## src/verilog/capture_compare_regs.vh

```
// register offsets, field positions and reset values of the capture/compare unit
`ifndef CAPTURE_COMPARE_REGS_VH
`define CAPTURE_COMPARE_REGS_VH

`define CC_ADDR_W           16
`define CC_OFF_CONTROL      16'h5424
`define CC_OFF_A_DATA       16'h5426
`define CC_OFF_B_DATA       16'h5428
`define CC_OFF_IRQ_ENABLE   16'h542a
`define CC_OFF_IRQ_FLAGS    16'h542c

`define CC_CTL_B_EDGE_HI    15
`define CC_CTL_B_EDGE_LO    14
`define CC_CTL_B_MODE_HI    13
`define CC_CTL_B_MODE_LO    12
`define CC_CTL_B_INVERT     9
`define CC_CTL_B_FUNC       8
`define CC_CTL_A_EDGE_HI    7
`define CC_CTL_A_EDGE_LO    6
`define CC_CTL_A_MODE_HI    5
`define CC_CTL_A_MODE_LO    4
`define CC_CTL_A_INVERT     1
`define CC_CTL_A_FUNC       0
`define CC_CTL_MASK         16'hf3f3

`define CC_IRQ_MATCH_A      0
`define CC_IRQ_MATCH_B      1
`define CC_IRQ_SNAP_A       2
`define CC_IRQ_SNAP_B       3
`define CC_IRQ_LOST_A       4
`define CC_IRQ_LOST_B       5
`define CC_IRQ_W            6

`define CC_EDGE_NONE        2'h0
`define CC_EDGE_RISE        2'h1
`define CC_EDGE_FALL        2'h2
`define CC_EDGE_BOTH        2'h3

`define CC_WAVE_OFF         2'h0
`define CC_WAVE_SET_CLR     2'h1
`define CC_WAVE_TOG_A       2'h2
`define CC_WAVE_TOG_B       2'h3

`define CC_RESET_VALUE      16'h0000

`endif

```

## src/verilog/capture_compare_unit.v

```verilog
// capture/compare unit for one channel of a 16-bit timer
//
// Behaviour
// - control bits 15:14 pick the capture B edge: none, rising, falling or both, reset none.
// - control bits 7:6 pick the capture A edge with the same coding, reset none.
// - control bits 13:12 set wave B: off, high on match A and low on match B, toggle on A, toggle on B.
// - control bits 5:4 set wave A with the same four modes.
// - bit 9 inverts wave B and bit 1 inverts wave A, both reset to normal.
// - bit 8 makes data register B a capture register when 1, a comparator when 0, reset 0.
// - bit 0 makes data register A a capture register when 1, a comparator when 0, reset 0.
// - data register A is 16-bit read/write, reset 0, holding the compare value or the capture.
// - data register B is 16-bit read/write, reset 0, holding the compare value or the capture.
// - six interrupt enable bits 5:0: lost B, lost A, capture B, capture A, match B, match A.
// - all interrupt enables reset to 0.
// - six interrupt flags in the same bit order read 1 once their event has occurred.
// - writing 1 clears a flag, writing 0 leaves it, and all flags reset to 0.

`timescale 1ns/10ps
`default_nettype none

`include "capture_compare_regs.vh"

module capture_compare_unit #(
	parameter WIDTH = 16
) (
	input  wire                  CLK,
	input  wire                  RESET,
	input  wire [`CC_ADDR_W-1:0] ADDR,
	input  wire [15:0]           WDATA,
	input  wire                  WRITE,
	input  wire                  READ,
	output reg  [15:0]           RDATA,
	input  wire [WIDTH-1:0]      COUNT,
	input  wire                  CAPTURE_A_PIN,
	input  wire                  CAPTURE_B_PIN,
	output reg                   WAVE_A,
	output reg                   WAVE_B,
	output reg                   IRQ
);

////////////////////////////////////////////////////////////////////////////////
// helpers

function edge_hit;
	input [1:0] sel;
	input       prev;
	input       now;
	begin
		case (sel)
			`CC_EDGE_RISE: edge_hit = !prev && now;
			`CC_EDGE_FALL: edge_hit = prev && !now;
			`CC_EDGE_BOTH: edge_hit = prev != now;
			default:       edge_hit = 1'b0;
		endcase
	end
endfunction

function wave_next;
	input [1:0] mode;
	input       cur;
	input       hit_a;
	input       hit_b;
	begin
		case (mode)
			`CC_WAVE_SET_CLR: wave_next = hit_a ? 1'b1 : (hit_b ? 1'b0 : cur);
			`CC_WAVE_TOG_A:   wave_next = hit_a ? !cur : cur;
			`CC_WAVE_TOG_B:   wave_next = hit_b ? !cur : cur;
			default:          wave_next = 1'b0;
		endcase
	end
endfunction

// exact decode of a register's byte address, shared by reads and writes
function reg_hit;
	input [`CC_ADDR_W-1:0] addr;
	input [`CC_ADDR_W-1:0] offset;
	begin
		reg_hit = addr == offset;
	end
endfunction

// data registers read back zero-extended to the bus width
function [15:0] pad_data;
	input [WIDTH-1:0] value;
	begin
		pad_data = 16'h0000;
		pad_data[WIDTH-1:0] = value;
	end
endfunction

// reserved interrupt bits read as 0
function [15:0] pad_irq;
	input [`CC_IRQ_W-1:0] value;
	begin
		pad_irq = 16'h0000;
		pad_irq[`CC_IRQ_W-1:0] = value;
	end
endfunction

////////////////////////////////////////////////////////////////////////////////
// registers

reg [15:0]            control;
reg [WIDTH-1:0]       match_or_snapshot_a;
reg [WIDTH-1:0]       match_or_snapshot_b;
reg [`CC_IRQ_W-1:0]   irq_enable;
reg [`CC_IRQ_W-1:0]   irq_flag;
reg                   wave_a_raw;
reg                   wave_b_raw;

// pins pass three flops; the first is read only by the second
reg [2:0]             sync_a;
reg [2:0]             sync_b;
reg                   level_a;
reg                   level_b;
reg [WIDTH-1:0]       count_prev;

wire [1:0] capture_b_edge_select = control[`CC_CTL_B_EDGE_HI:`CC_CTL_B_EDGE_LO];
wire [1:0] capture_a_edge_select = control[`CC_CTL_A_EDGE_HI:`CC_CTL_A_EDGE_LO];
wire [1:0] wave_b_mode           = control[`CC_CTL_B_MODE_HI:`CC_CTL_B_MODE_LO];
wire [1:0] wave_a_mode           = control[`CC_CTL_A_MODE_HI:`CC_CTL_A_MODE_LO];
wire       wave_b_invert         = control[`CC_CTL_B_INVERT];
wire       wave_a_invert         = control[`CC_CTL_A_INVERT];
wire       reg_b_function_select = control[`CC_CTL_B_FUNC];
wire       reg_a_function_select = control[`CC_CTL_A_FUNC];

wire wr_control = WRITE && reg_hit(ADDR, `CC_OFF_CONTROL);
wire wr_a       = WRITE && reg_hit(ADDR, `CC_OFF_A_DATA);
wire wr_b       = WRITE && reg_hit(ADDR, `CC_OFF_B_DATA);
wire wr_enable  = WRITE && reg_hit(ADDR, `CC_OFF_IRQ_ENABLE);
wire wr_flags   = WRITE && reg_hit(ADDR, `CC_OFF_IRQ_FLAGS);

wire rd_control = READ && reg_hit(ADDR, `CC_OFF_CONTROL);
wire rd_a       = READ && reg_hit(ADDR, `CC_OFF_A_DATA);
wire rd_b       = READ && reg_hit(ADDR, `CC_OFF_B_DATA);
wire rd_enable  = READ && reg_hit(ADDR, `CC_OFF_IRQ_ENABLE);
wire rd_flags   = READ && reg_hit(ADDR, `CC_OFF_IRQ_FLAGS);

////////////////////////////////////////////////////////////////////////////////
// event detection

// a change counts once the second and third flops agree
wire agree_a = sync_a[1] == sync_a[2];
wire agree_b = sync_b[1] == sync_b[2];
wire snap_a  = reg_a_function_select && agree_a &&
	edge_hit(capture_a_edge_select, level_a, sync_a[2]);
wire snap_b  = reg_b_function_select && agree_b &&
	edge_hit(capture_b_edge_select, level_b, sync_b[2]);

// match fires once per new count value, not for every clock it dwells
wire count_moved = COUNT != count_prev;
wire match_a = !reg_a_function_select && count_moved && COUNT == match_or_snapshot_a;
wire match_b = !reg_b_function_select && count_moved && COUNT == match_or_snapshot_b;

reg [`CC_IRQ_W-1:0] events;
always @* begin
	events = {`CC_IRQ_W{1'b0}};
	events[`CC_IRQ_MATCH_A] = match_a;
	events[`CC_IRQ_MATCH_B] = match_b;
	events[`CC_IRQ_SNAP_A]  = snap_a;
	events[`CC_IRQ_SNAP_B]  = snap_b;
	events[`CC_IRQ_LOST_A]  = snap_a && irq_flag[`CC_IRQ_SNAP_A];
	events[`CC_IRQ_LOST_B]  = snap_b && irq_flag[`CC_IRQ_SNAP_B];
end

wire [`CC_IRQ_W-1:0] clear_mask = wr_flags ? WDATA[`CC_IRQ_W-1:0] : {`CC_IRQ_W{1'b0}};
// set beats clear so an event in the clearing cycle is kept
wire [`CC_IRQ_W-1:0] next_flag  = (irq_flag & ~clear_mask) | events;

////////////////////////////////////////////////////////////////////////////////
// next values

reg [15:0]            next_control;
reg [WIDTH-1:0]       next_data_a;
reg [WIDTH-1:0]       next_data_b;
reg [`CC_IRQ_W-1:0]   next_enable;
reg                   next_level_a;
reg                   next_level_b;
reg [15:0]            next_rdata;

always @* begin
	next_control = control;
	if (wr_control)
		next_control = WDATA & `CC_CTL_MASK;
end

// capture outranks a software write in the same cycle
always @* begin
	next_data_a = match_or_snapshot_a;
	if (snap_a)
		next_data_a = COUNT;
	else if (wr_a)
		next_data_a = WDATA[WIDTH-1:0];
end

always @* begin
	next_data_b = match_or_snapshot_b;
	if (snap_b)
		next_data_b = COUNT;
	else if (wr_b)
		next_data_b = WDATA[WIDTH-1:0];
end

always @* begin
	next_enable = irq_enable;
	if (wr_enable)
		next_enable = WDATA[`CC_IRQ_W-1:0];
end

// the level only follows the pin once the second and third flops agree
always @* begin
	next_level_a = level_a;
	if (agree_a)
		next_level_a = sync_a[2];
end

always @* begin
	next_level_b = level_b;
	if (agree_b)
		next_level_b = sync_b[2];
end

// only the addressed register drives the bus; all else reads 0
always @* begin
	next_rdata = 16'h0000;
	if (rd_control)
		next_rdata = control;
	if (rd_a)
		next_rdata = pad_data(match_or_snapshot_a);
	if (rd_b)
		next_rdata = pad_data(match_or_snapshot_b);
	if (rd_enable)
		next_rdata = pad_irq(irq_enable);
	if (rd_flags)
		next_rdata = pad_irq(irq_flag);
end

// both outputs see the same pair of match events, only the mode differs
wire next_wave_a_raw = wave_next(wave_a_mode, wave_a_raw, match_a, match_b);
wire next_wave_b_raw = wave_next(wave_b_mode, wave_b_raw, match_a, match_b);
// invert after the mode logic so a polarity change never disturbs the toggle state
wire next_wave_a     = next_wave_a_raw ^ wave_a_invert;
wire next_wave_b     = next_wave_b_raw ^ wave_b_invert;
// new enables count at once, so a masked flag never raises a request
wire next_irq        = |(next_flag & next_enable);

////////////////////////////////////////////////////////////////////////////////
// pin synchronisers

always @(posedge CLK) begin
	if (RESET) begin
		sync_a  <= 3'h0;
		level_a <= 1'b0;
	end else begin
		sync_a  <= {sync_a[1:0], CAPTURE_A_PIN};
		level_a <= next_level_a;
	end
end

always @(posedge CLK) begin
	if (RESET) begin
		sync_b  <= 3'h0;
		level_b <= 1'b0;
	end else begin
		sync_b  <= {sync_b[1:0], CAPTURE_B_PIN};
		level_b <= next_level_b;
	end
end

// the match strobe is one clock per new count value
always @(posedge CLK) begin
	if (RESET) begin
		count_prev <= {WIDTH{1'b0}};
	end else begin
		count_prev <= COUNT;
	end
end

////////////////////////////////////////////////////////////////////////////////
// software registers

always @(posedge CLK) begin
	if (RESET) begin
		control <= `CC_RESET_VALUE;
	end else begin
		control <= next_control;
	end
end

always @(posedge CLK) begin
	if (RESET) begin
		match_or_snapshot_a <= {WIDTH{1'b0}};
	end else begin
		match_or_snapshot_a <= next_data_a;
	end
end

always @(posedge CLK) begin
	if (RESET) begin
		match_or_snapshot_b <= {WIDTH{1'b0}};
	end else begin
		match_or_snapshot_b <= next_data_b;
	end
end

// every source starts masked
always @(posedge CLK) begin
	if (RESET) begin
		irq_enable <= {`CC_IRQ_W{1'b0}};
	end else begin
		irq_enable <= next_enable;
	end
end

// flags stay set until software writes 1 to them
always @(posedge CLK) begin
	if (RESET) begin
		irq_flag <= {`CC_IRQ_W{1'b0}};
	end else begin
		irq_flag <= next_flag;
	end
end

////////////////////////////////////////////////////////////////////////////////
// outputs, each straight from its own flop

always @(posedge CLK) begin
	if (RESET) begin
		wave_a_raw <= 1'b0;
	end else begin
		wave_a_raw <= next_wave_a_raw;
	end
end

always @(posedge CLK) begin
	if (RESET) begin
		wave_b_raw <= 1'b0;
	end else begin
		wave_b_raw <= next_wave_b_raw;
	end
end

always @(posedge CLK) begin
	if (RESET) begin
		WAVE_A <= 1'b0;
	end else begin
		WAVE_A <= next_wave_a;
	end
end

always @(posedge CLK) begin
	if (RESET) begin
		WAVE_B <= 1'b0;
	end else begin
		WAVE_B <= next_wave_b;
	end
end

// one level request for all six sources
always @(posedge CLK) begin
	if (RESET) begin
		IRQ <= 1'b0;
	end else begin
		IRQ <= next_irq;
	end
end

// read data stands for the one cycle after the strobe
always @(posedge CLK) begin
	if (RESET) begin
		RDATA <= 16'h0000;
	end else begin
		RDATA <= next_rdata;
	end
end

endmodule // capture_compare_unit

`default_nettype wire

```

## config.mk

```make
export PLATFORM = sky130hd
export DESIGN_NAME = capture_compare_unit
export DESIGN_NICKNAME = d
export VERILOG_FILES = /design/src/verilog/capture_compare_unit.v
export VERILOG_INCLUDE_DIRS = /design/src /design/src/verilog
export SDC_FILE = /design/constraint.sdc
export NUM_CORES = 1
export LEC_CHECK = 0
export BUFFER_PORTS_ARGS = -buffer_cell sky130_fd_sc_hd__buf_2
export CORE_UTILIZATION = 45
export DETAILED_ROUTE_END_ITERATION = 6
export GPL_TIMING_DRIVEN = 0
export PLACE_DENSITY = 0.65
export SYNTH_ARGS = -nofsm -noshare
export SYNTH_HDL_FRONTEND = slang
export SYNTH_SLANG_ARGS = --single-unit
```

## constraint.sdc

```tcl
create_clock -name CLK -period 3.4 [get_ports CLK]
set_input_delay 0.17 -clock CLK [delete_from_list [all_inputs] [get_ports CLK]]
set_output_delay 0.17 -clock CLK [all_outputs]
set_load 0.005 [all_outputs]
```

==> run summary, run 1 <==
post-synth net total: 597
Starting Density: 46.0%
Worst Hold Class: in -> reg
r2r setup slk: 0.77 ns
Vert. Die Dim: 107 µm
Max-cap violations: 0
Main synth FF type: dfxtp_1
crit path launch: sync_b[2]
Max VDD drop: 0.242 mV
CP max-delay cell: clkbuf_1
Ys Warns: 0
final setup TNS: 0 ns
reg-to-reg startpoint: sync_b[2]
Root Driver: clkbuf_8
die width: 107 µm
Setup violations, final: 0
Lkg Pwr: 2.06 nW
clk_lat worst skew: 0.38 ns
Unique masters post-synth: 49
final core utilization: 52.0%
Setup Skew: 0.0170 ns
port bufs: 54
fmax: 381 MHz
post-synthesis register bit count: 101
Req. time, crit path: 3.64 ns
worst r2r dst: match_or_snapshot_b[13]
drt first pass iters: 7
Power Dens Cells: 383 nW/µm²
pin count of the biggest net entering global routing: 16
measured slew at the worst slew-check pin: 0.698 ns
number of diodes: 0
status: finished, violations left
DP HPWL: 10400 µm
1st-iter DRT viols: 444
first-pass GRT wire length: 21900 µm
register area share after synthesis: 40.5%
H-tree depth: 3
cell type with the largest total area after synthesis: dfxtp_1
Sink Count: 101
clk slew on worst S/H paths: 0.09 ns
Slew headroom: 53.1%
area delta synth->final: 13.0%
CP most frequent cell: o21ai_1
grt total ovfl: 0
WL per Instance: 18.7 µm
RSZ-0062 raised after global routing: false
GRT Util Overall: 25.8%
total wire length: 14000 µm
core area: 10800 µm²
failing checks: DRC
Syn Std Cell Area: 4990 µm²
final hold violations: 0
slack of the critical path: 0.773 ns
CP endpoint kind: register
Longest Clk Path Bufs: 2
crit path max fanout: 10
Critical Path, Cell by Cell: inv_1, ha_1, nand2b_1, a21boi_0, o21ai_1, o21ai_1, clkbuf_1, a211oi_1
Layout fillers: 1061
top-level I/O count: 73
Routed Antenna Nets: 0
Setup WS pre-CTS: 0.634 ns
CTS tree: yes
DRC: 1
NumNets Final: 663
Vias/cell: 5.73
DP Cell Count: 731
antenna violations before repair: 0
Post-synth EDFFs: 0
ratio of cells with drive above 1 in the final layout: 17.1%
full die area: 11500 µm²
Synth top area share: 40.5%
r2r worst-path depth: 8
fin. max-slew vios: 0
period utilization: 77.3%
CP arrival: 2.86 ns
minimum clock period: 2.63 ns
GPL Wtd Cong: 0.897
WS Path Type: reg -> reg
fin cells: 748
total CTS buffers: 9
min-delay src: CAPTURE_B_PIN
vias: 4288
delay of the slowest critical-path stage: 0.52 ns
end point of the critical path: match_or_snapshot_b[13]
Tot Pwr: 2.16 mW
asr flop ratio synth: 0%
Syn Area/Cell: 9.29 µm²
Syn Inst Count: 537
synth top area cells: dfxtp_1, mux2i_1, xnor2_1, a211oi_1, nor2_1
startpoint types: register
vias in the first global route: 4190
Post-CTS Setup Inserts: 0
row cnt: 38
==> layout by cell type (no fill, tap or decap), drive strengths merged, types with 2 or more instances in the layout <==
master / instances
a211oi: 36
a21boi: 3
a21oi: 14
a222oi: 10
a22o: 4
a22oi: 6
a31oi: 2
a32oi: 2
and2: 3
buf: 72
clkbuf: 37
clkinv: 2
dfxtp: 101
ha: 6
inv: 9
mux2: 2
mux2i: 43
nand2: 11
nand2b: 11
nand3: 8
nand4: 15
nor2: 64
nor2b: 26
nor3: 10
nor4: 9
nor4b: 4
o211ai: 2
o21a: 2
o21ai: 15
o2bb2ai: 6
o31ai: 5
or2: 6
or3: 2
xnor2: 32
xor2: 18
==> metal layers <==
layer / part of all wire (%) / global-route usage (%) / wire length (µm)
met5: 0 / 0 / 0
met4: 1.7 / 11.4 / 231
met3: 7.9 / 2.97 / 1100
met2: 49 / 42.9 / 6800
met1: 42 / 33.6 / 5820
==> worst max-delay path: cells and delay by family (launching register included) <==
family          cells  cell delay (ns)
compound gates      4             1.08
flops               1             0.40
buf+inv             2             0.58
fa+ha+maj           1             0.28
simple gates        1             0.13
==> per-stage QoR <==
step	hold slack, ns	cell area (µm²)
finish	0.00821	5640
CTS	0.00465	5640
detailed placement	0.388	5430
global route	0.0306	5640
global placement	0.388	5430
floorplan	0.298	4990
==> worst min path at each step <==
stage | cells past startpoint | endpoint
after global routing | 2 | sync_b[0]
after floorplan | 1 | sync_a[0]
after detailed placement | 2 | sync_a[0]
after CTS | 2 | sync_b[0]
final | 2 | sync_b[0]
after global placement | 2 | sync_a[0]
==> flip-flops by register name, indices dropped and copies added, names as in the netlist <==
| name | flops |
|---|---|
| IRQ | 1 |
| RDATA | 16 |
| WAVE_A | 1 |
| WAVE_B | 1 |
| control | 12 |
| count_prev | 16 |
| irq_enable | 6 |
| irq_flag | 6 |
| level_a | 1 |
| level_b | 1 |
| match_or_snapshot_a | 16 |
| match_or_snapshot_b | 16 |
| sync_a | 3 |
| sync_b | 3 |
| wave_a_raw | 1 |
| wave_b_raw | 1 |
==> final cells by class <==
type / count / area (µm²) / area share, %
Buffer: 43 / 183 / 3.24
Tap cell: 140 / 175 / 3.11
Clock inverter: 4 / 47.5 / 0.844
Timing Repair Buffer: 55 / 280 / 4.97
Multi-Input combinational cell: 384 / 2750 / 48.8
Inverter: 9 / 33.8 / 0.599
Clock buffer: 12 / 145 / 2.57
Sequential cell: 101 / 2020 / 35.9
==> power breakdown <==
part | leakage [nW] | internal, mW | switching [mW]
combinational | 1.14 | 0.0683 | 0.112
clock | 0.0964 | 0.359 | 0.421
sequential | 0.819 | 1.20 | 0.00579
==> cell families (layout without fill, tap and decap cells) <==
kind of cell / count (synthesis) / after routing / synth area share (%)
AO/OA/AOI/OAI: 109 / 109 / 16.2
buffers and inverters: 52 / 123 / 4.34
XOR/XNOR: 50 / 50 / 8.78
flip-flops: 101 / 101 / 40.5
multiplexers: 45 / 45 / 9.08
adder cells (fa/ha/maj): 6 / 6 / 1.50
AND/OR/NAND/NOR: 174 / 174 / 19.6
==> synth_stat cells, types with 3 or more instances <==
library cell and instances:
and2_1 3, nor2b_1 26, o21ai_1 3, nor3_1 8
a211oi_1 36, a22o_1 4, nand4_1 14, a222oi_1 10
nor2_1 64, inv_1 9, or2_2 6, nand3_1 7
nand2_1 11, a22oi_1 6, nor4_1 7, clkbuf_1 25
nand2b_1 11, xnor2_1 32, o21ai_0 12, dfxtp_1 101
o31ai_2 3, xor2_1 18, buf_2 17, a21oi_1 14
mux2i_1 43, a21boi_0 3, ha_1 6, o2bb2ai_1 6
==> timing repair <==
action                                 in CTS  in global routing
setup endpoints to repair                   0                  0
resized for setup                           0                  0
endpoints found under the hold margin       1                  0
hold buffers                                1                  0
Note: power is estimated with default switching activity, not from simulation.
==> inputs of run 2 (changes only) <==
Settings changed: ABC_AREA set to 1, PLACE_DENSITY 0.65 to 0.67.
Clock period 3.4 ns to 2.2 ns, I/O delays scaled along.
==> run summary, run 2 <==
vias: 5631 (+31%)
Layout fillers: 1205 (+14%)
Syn Area/Cell: 6.56 µm² (-29%)
total CTS buffers: 9 (unchanged)
failing checks: DRC
met3 WL: 1570 µm (+43%)
asr flop ratio synth: 0% (unchanged)
Worst Hold Class: in -> reg
post-synthesis register bit count: 101 (unchanged)
Longest Clk Path Bufs: 2 (unchanged)
status: finished, violations left
port bufs: 71 (+31%)
min-delay src: WDATA[10]
drt first pass iters: 7 (unchanged)
Main synth FF type: dfxtp_1
Setup WS pre-CTS: -0.0327 ns (-0.667 ns)
Routed Antenna Nets: 0 (unchanged)
commonest cells after routing, fill and taps aside: nand2_1, inv_1, dfxtp_1, nor2_1, buf_2
CP endpoint kind: register
DRC: 5 (+4)
GPL Wtd Cong: 0.927 (+3.3%)
register area share after synthesis: 37.1% (-3.4 points)
cell type with the largest total area after synthesis: dfxtp_1
core area: 11600 µm² (+7.1%)
worst r2r dst: match_or_snapshot_a[3]
Power Dens Cells: 619 nW/µm² (+61%)
Lkg Pwr: 2.99 nW (+45%)
GRT Util Overall: 28.6% (+2.8 points)
Syn Std Cell Area: 5450 µm² (+9.2%)
first-pass GRT wire length: 27200 µm (+25%)
fmax: 472 MHz (+24%)
Setup violations, final: 0 (unchanged)
hold path endpoint: match_or_snapshot_b[10]
Max-cap violations: 0 (unchanged)
top routing layer in use: met4
Synth top area share: 37.1% (-3.4 points)
minimum clock period: 2.12 ns (-0.507 ns)
row cnt: 39 (+2.6%)
post-synth net total: 890 (+49%)
full die area: 12500 µm² (+9.0%)
NumNets Final: 977 (+47%)
final hold violations: 0 (unchanged)
fin. max-slew vios: 0 (unchanged)
CTS tree: yes
WS Path Type: reg -> reg
fin cells: 1065 (+42%)
wl on met1: 7820 µm (+34%)
pin count of the biggest net entering global routing: 17 (+1)
Min-Delay Path Depth: 3 (+1)
slack of the critical path: 0.0799 ns (-0.693 ns)
1st-iter DRT viols: 525 (+18%)
most frequent cell after synthesis: nand2_1
Syn Inst Count: 830 (+55%)
Setup Skew: 0.0113 ns (-0.00566 ns)
Unique masters post-synth: 41 (-16%)
number of diodes: 0 (unchanged)
Max VDD drop: 0.474 mV (+96%)
DP Cell Count: 1044 (+43%)
total wire length: 17200 µm (+23%)
WL met2: 7260 µm (+6.8%)
DP HPWL: 13200 µm (+27%)
r2r worst-path depth: 9 (+1)
clk slew on worst S/H paths: 0.08 ns (about the same)
WL per Instance: 16.1 µm (-14%)
antenna violations before repair: 0 (unchanged)
vias in the first global route: 5197 (+24%)
area delta synth->final: 17.5%
Vert. Die Dim: 112 µm (+4.4%)
measured slew at the worst slew-check pin: 0.724 ns (+0.0251 ns)
crit path max fanout: 10 (unchanged)
Post-synth EDFFs: 0 (unchanged)
period utilization: 96.4% (+19 points)
synth top area cells: dfxtp_1, nand2_1, inv_1, o21ai_0, nor2_1
Starting Density: 46.9% (+0.88 points)
Slew headroom: 51.8% (-1.3 points)
Req. time, crit path: 2.45 ns (-1.19 ns)
clk_lat worst skew: 0.37 ns (about the same)
reg-to-reg startpoint: sync_a[2]
Root Driver: clkbuf_16
Ys Warns: 0 (unchanged)
die width: 112 µm (+4.4%)
startpoint types: register
Post-synth top cells: nand2_1, inv_1, dfxtp_1, nor2_1, o21ai_0
grt total ovfl: 0 (unchanged)
r2r setup slk: 0.08 ns (-0.69 ns)
H-tree depth: 3 (unchanged)
RSZ-0062 raised after global routing: true
Sink Count: 101 (unchanged)
commonest non-fill, non-tap cell in the layout: nand2_1
ratio of cells with drive above 1 in the final layout: 15.5% (-1.6 points)
CP arrival: 2.37 ns (-0.49 ns)
Vias/cell: 5.29 (-7.8%)
top-level I/O count: 73 (unchanged)
-- run 2: metal layers --
metal	up-vias	GRT usage, %
li1	2846	-
met1	2512	38.5
met5	-	0
met3	34	7.34
met4	0	14.0
met2	239	42.6
-- run 2: how the worst max path moves through the flow --
stage	endpoint	slack, ns	startpoint	cells after the start
detailed placement	match_or_snapshot_a[2]	-0.03	sync_a[2]	9
CTS	WAVE_A	-0.03	match_or_snapshot_b[11]	13
floorplan	WAVE_A	0.33	match_or_snapshot_b[11]	12
global route	WAVE_A	-0.02	match_or_snapshot_b[4]	13
global placement	match_or_snapshot_a[3]	-0.03	sync_a[2]	9
finish	match_or_snapshot_a[3]	0.08	sync_a[2]	9
-- run 2: critical path: stages (launching register included) --
cell      delay (ns)
dfxtp_1         0.40
inv_1           0.07
ha_1            0.30
o311ai_2        0.31
nand2_2         0.20
nand2_1         0.19
inv_2           0.08
buf_6           0.14
o21ai_0         0.22
a21oi_1         0.08
-- run 2: repair_timing --
action | in CTS | in global routing
endpoints found under the hold margin | 2 | 0
endpoints found under the setup margin | 10 | 31
pin swaps | 7 | 4
setup buffers | 1 | 2
resized for setup | 8 | 17
hold buffers | 2 | 0
-- run 2: area by class of cell --
type	count	area (µm²)	area share, %
timing repair buffer	76	398	6.22
sequential	101	2020	31.6
clock inverter	5	81.3	1.27
multi-input combinational	565	2810	43.9
buffer	27	151	2.37
tap	143	179	2.80
inverter	137	514	8.04
clock buffer	11	243	3.79
-- run 2: through the flow --
stage	utilization, %	instance area, µm²	setup TNS (ns)	hold WS (ns)	power, mW
2_1_floorplan	-	5450	0	0.217	2.08
3_3_place_gp	51.5	5980	-0.120	0.307	2.22
3_5_place_dp	51.5	5980	-0.0657	0.317	2.22
4_1_cts	54.7	6350	-0.0444	0.0479	3.96
5_1_grt	55.1	6400	-0.0676	0.0723	4.08
6_report	55.1	6400	0	0.0560	3.96
-- run 2: cells by family (layout without fill, tap and decap cells) --
kind of cell | count (synthesis) | count (layout) | share of synthesized area (%)
fa+ha+maj | 6 | 6 | 1.38
simple gates | 367 | 367 | 28.5
flops | 101 | 101 | 37.1
compound gates | 182 | 182 | 19.3
xor+xnor | 10 | 10 | 1.61
buf+inv | 164 | 256 | 12.1
-- run 2: power breakdown --
part / switching (mW) / internal (mW) / total, mW
Sequential: 0.00960 / 1.85 / 1.86
Clock: 0.740 / 1.03 / 1.77
Combinational: 0.218 / 0.113 / 0.331
==> inputs of run 3 (changes only) <==
Settings changed: BUFFER_PORTS_ARGS -buffer_cell sky130_fd_sc_hd__buf_2 to -buffer_cell sky130_fd_sc_hd__clkbuf_2.
==> run summary, run 3 (synthesis results as in run 2) <==
status: finished, violations left
failing checks: DRC
period utilization: 95.8% (-0.54 points)
Vias/cell: 5.33 (+0.83%)
first-pass GRT wire length: 27600 µm (+1.5%)
fmax: 474 MHz (+0.57%)
final hold violations: 0 (unchanged)
slack of the critical path: 0.0919 ns (+0.0120 ns)
commonest cells after routing, fill and taps aside: nand2_1, inv_1, dfxtp_1, nor2_1, o21ai_0
crit path launch: match_or_snapshot_b[13]
Slew headroom: 52.4% (+0.64 points)
Root Driver: clkbuf_16
total CTS buffers: 9 (unchanged)
RSZ-0062 raised after global routing: true
Power Dens Cells: 616 nW/µm² (-0.45%)
Worst Hold Class: in -> reg
total wire length: 17100 µm (-0.31%)
NumNets Final: 978 (+0.10%)
Setup Skew: 0.00868 ns (-0.00262 ns)
measured slew at the worst slew-check pin: 0.714 ns (-0.00963 ns)
WS Path Type: reg -> reg
min-delay src: WDATA[15]
Vert. Die Dim: 112 µm (unchanged)
port bufs: 71 (unchanged)
GPL Wtd Cong: 0.928 (+0.11%)
area delta synth->final: 17.4% (about the same)
startpoint types: register
number of diodes: 0 (unchanged)
Req. time, crit path: 2.45 ns (about the same)
Starting Density: 46.9% (unchanged)
minimum clock period: 2.11 ns (-0.0120 ns)
H-tree depth: 3 (unchanged)
CTS tree: yes
fin. max-slew vios: 0 (unchanged)
core area: 11600 µm² (unchanged)
DP Cell Count: 1044 (unchanged)
Critical Path, Cell by Cell: inv_1, nand2_1, nand2_1, nor2_1, nand4_1, nor4_2, nand3_2, ha_1, a21oi_1, nand2_1, a21oi_1, nor2_1
commonest non-fill, non-tap cell in the layout: nand2_1
drt first pass iters: 7 (unchanged)
Max VDD drop: 0.391 mV (-18%)
Sink Count: 101 (unchanged)
delay of the slowest critical-path stage: 0.33 ns (-0.07 ns)
fin cells: 1065 (unchanged)
CP most frequent cell: nand2_1
grt total ovfl: 0 (unchanged)
DP HPWL: 13200 µm (+0.35%)
die width: 112 µm (unchanged)
ratio of cells with drive above 1 in the final layout: 15.3% (-0.22 points)
GRT Util Overall: 28.7% (+0.11 points)
1st-iter DRT viols: 540 (+2.9%)
Crit path buffers/inverters: 1 (-2)
Max-cap violations: 0 (unchanged)
CP max-delay cell: dfxtp_1
antenna violations before repair: 0 (unchanged)
top-level I/O count: 73 (unchanged)
Tot Pwr: 3.94 mW (-0.50%)
Longest Clk Path Bufs: 2 (unchanged)
reg-to-reg startpoint: match_or_snapshot_b[13]
WL per Instance: 16.1 µm (-0.31%)
Setup violations, final: 0 (unchanged)
CP arrival: 2.36 ns (about the same)
pin count of the biggest net entering global routing: 16 (-1)
Lkg Pwr: 2.98 nW (-0.40%)
vias in the first global route: 5274 (+1.5%)
clk_lat worst skew: 0.36 ns (about the same)
DRC: 5 (unchanged)
vias: 5678 (+0.83%)
CP endpoint kind: register
row cnt: 39 (unchanged)
full die area: 12500 µm² (unchanged)
crit path max fanout: 4 (-6)
Setup WS pre-CTS: -0.0386 ns (-0.00589 ns)
Routed Antenna Nets: 0 (unchanged)
CP top delay family: simple AND/OR/NAND/NOR gates
clk slew on worst S/H paths: 0.07 ns (about the same)
run 3: changes by cell type in the layout (fill, tap and decap cells not counted), sizes merged:
cell	before	now
clkinvlp	1	0
clkbuf	25	96
buf	87	18
clkinv	1	0
run 3: worst paths after layout:
kind / to / slack, ns / depth (start not counted)
max: WAVE_B / 0.09 / 12
min: control[15] / 0.05 / 3
max reg2reg: WAVE_B / 0.09 / 12
min reg2reg: sync_b[1] / 0.41 / 2
run 3: final cells by class:
| type | count | area, µm² |
|---|---|---|
| inverter | 137 | 514 |
| buffer | 27 | 151 |
| clock buffer | 12 | 246 |
| tap | 143 | 179 |
| multi-input combinational | 565 | 2810 |
| sequential | 101 | 2020 |
| timing repair buffer | 77 | 405 |
| clock inverter | 3 | 68.8 |
| fill | 1192 | 5220 |
run 3: what timing repair did:
| action | CTS | global route |
|---|---|---|
| buffers inserted | 2 | 2 |
| gates resized for setup | 9 | 17 |
| pin swaps | 9 | 3 |
| endpoints found under the setup margin | 5 | 22 |
| hold buffers | 2 | 0 |
| hold endpoints to repair | 2 | 0 |
run 3: per-stage QoR:
stage               area (µm²)  TNS, ns  util [%]  hold WS [ns]
floorplan                 5450        0         -         0.217
global placement          5980   -0.138      51.5         0.302
detailed placement        5980  -0.0723      51.5         0.306
CTS                       6350        0      54.7        0.0467
global route              6400   -0.153      55.1        0.0607
finish                    6400        0      55.1        0.0539
run 3: worst reg2reg max path, delay by kind of cell (launching register included):
family / cells / cell delay (ns)
compound gates: 2 / 0.28
fa+ha+maj: 1 / 0.34
simple gates: 8 / 0.98
buf+inv: 1 / 0.10
flops: 1 / 0.33
run 3: per-layer routing:
layer	up-vias	global-route usage, %	share of wire, %
met4	0	10.4	2.3
li1	2852	-	-
met1	2563	39.3	46
met3	32	6.59	8.6
met2	231	44.3	43
met5	-	0	0
run 3: power by group:
| part | internal (mW) | leakage (nW) | switching, mW |
|---|---|---|---|
| Clock | 1.03 | 0.153 | 0.720 |
| Sequential | 1.85 | 0.819 | 0.00963 |
| Combinational | 0.114 | 2.01 | 0.220 |
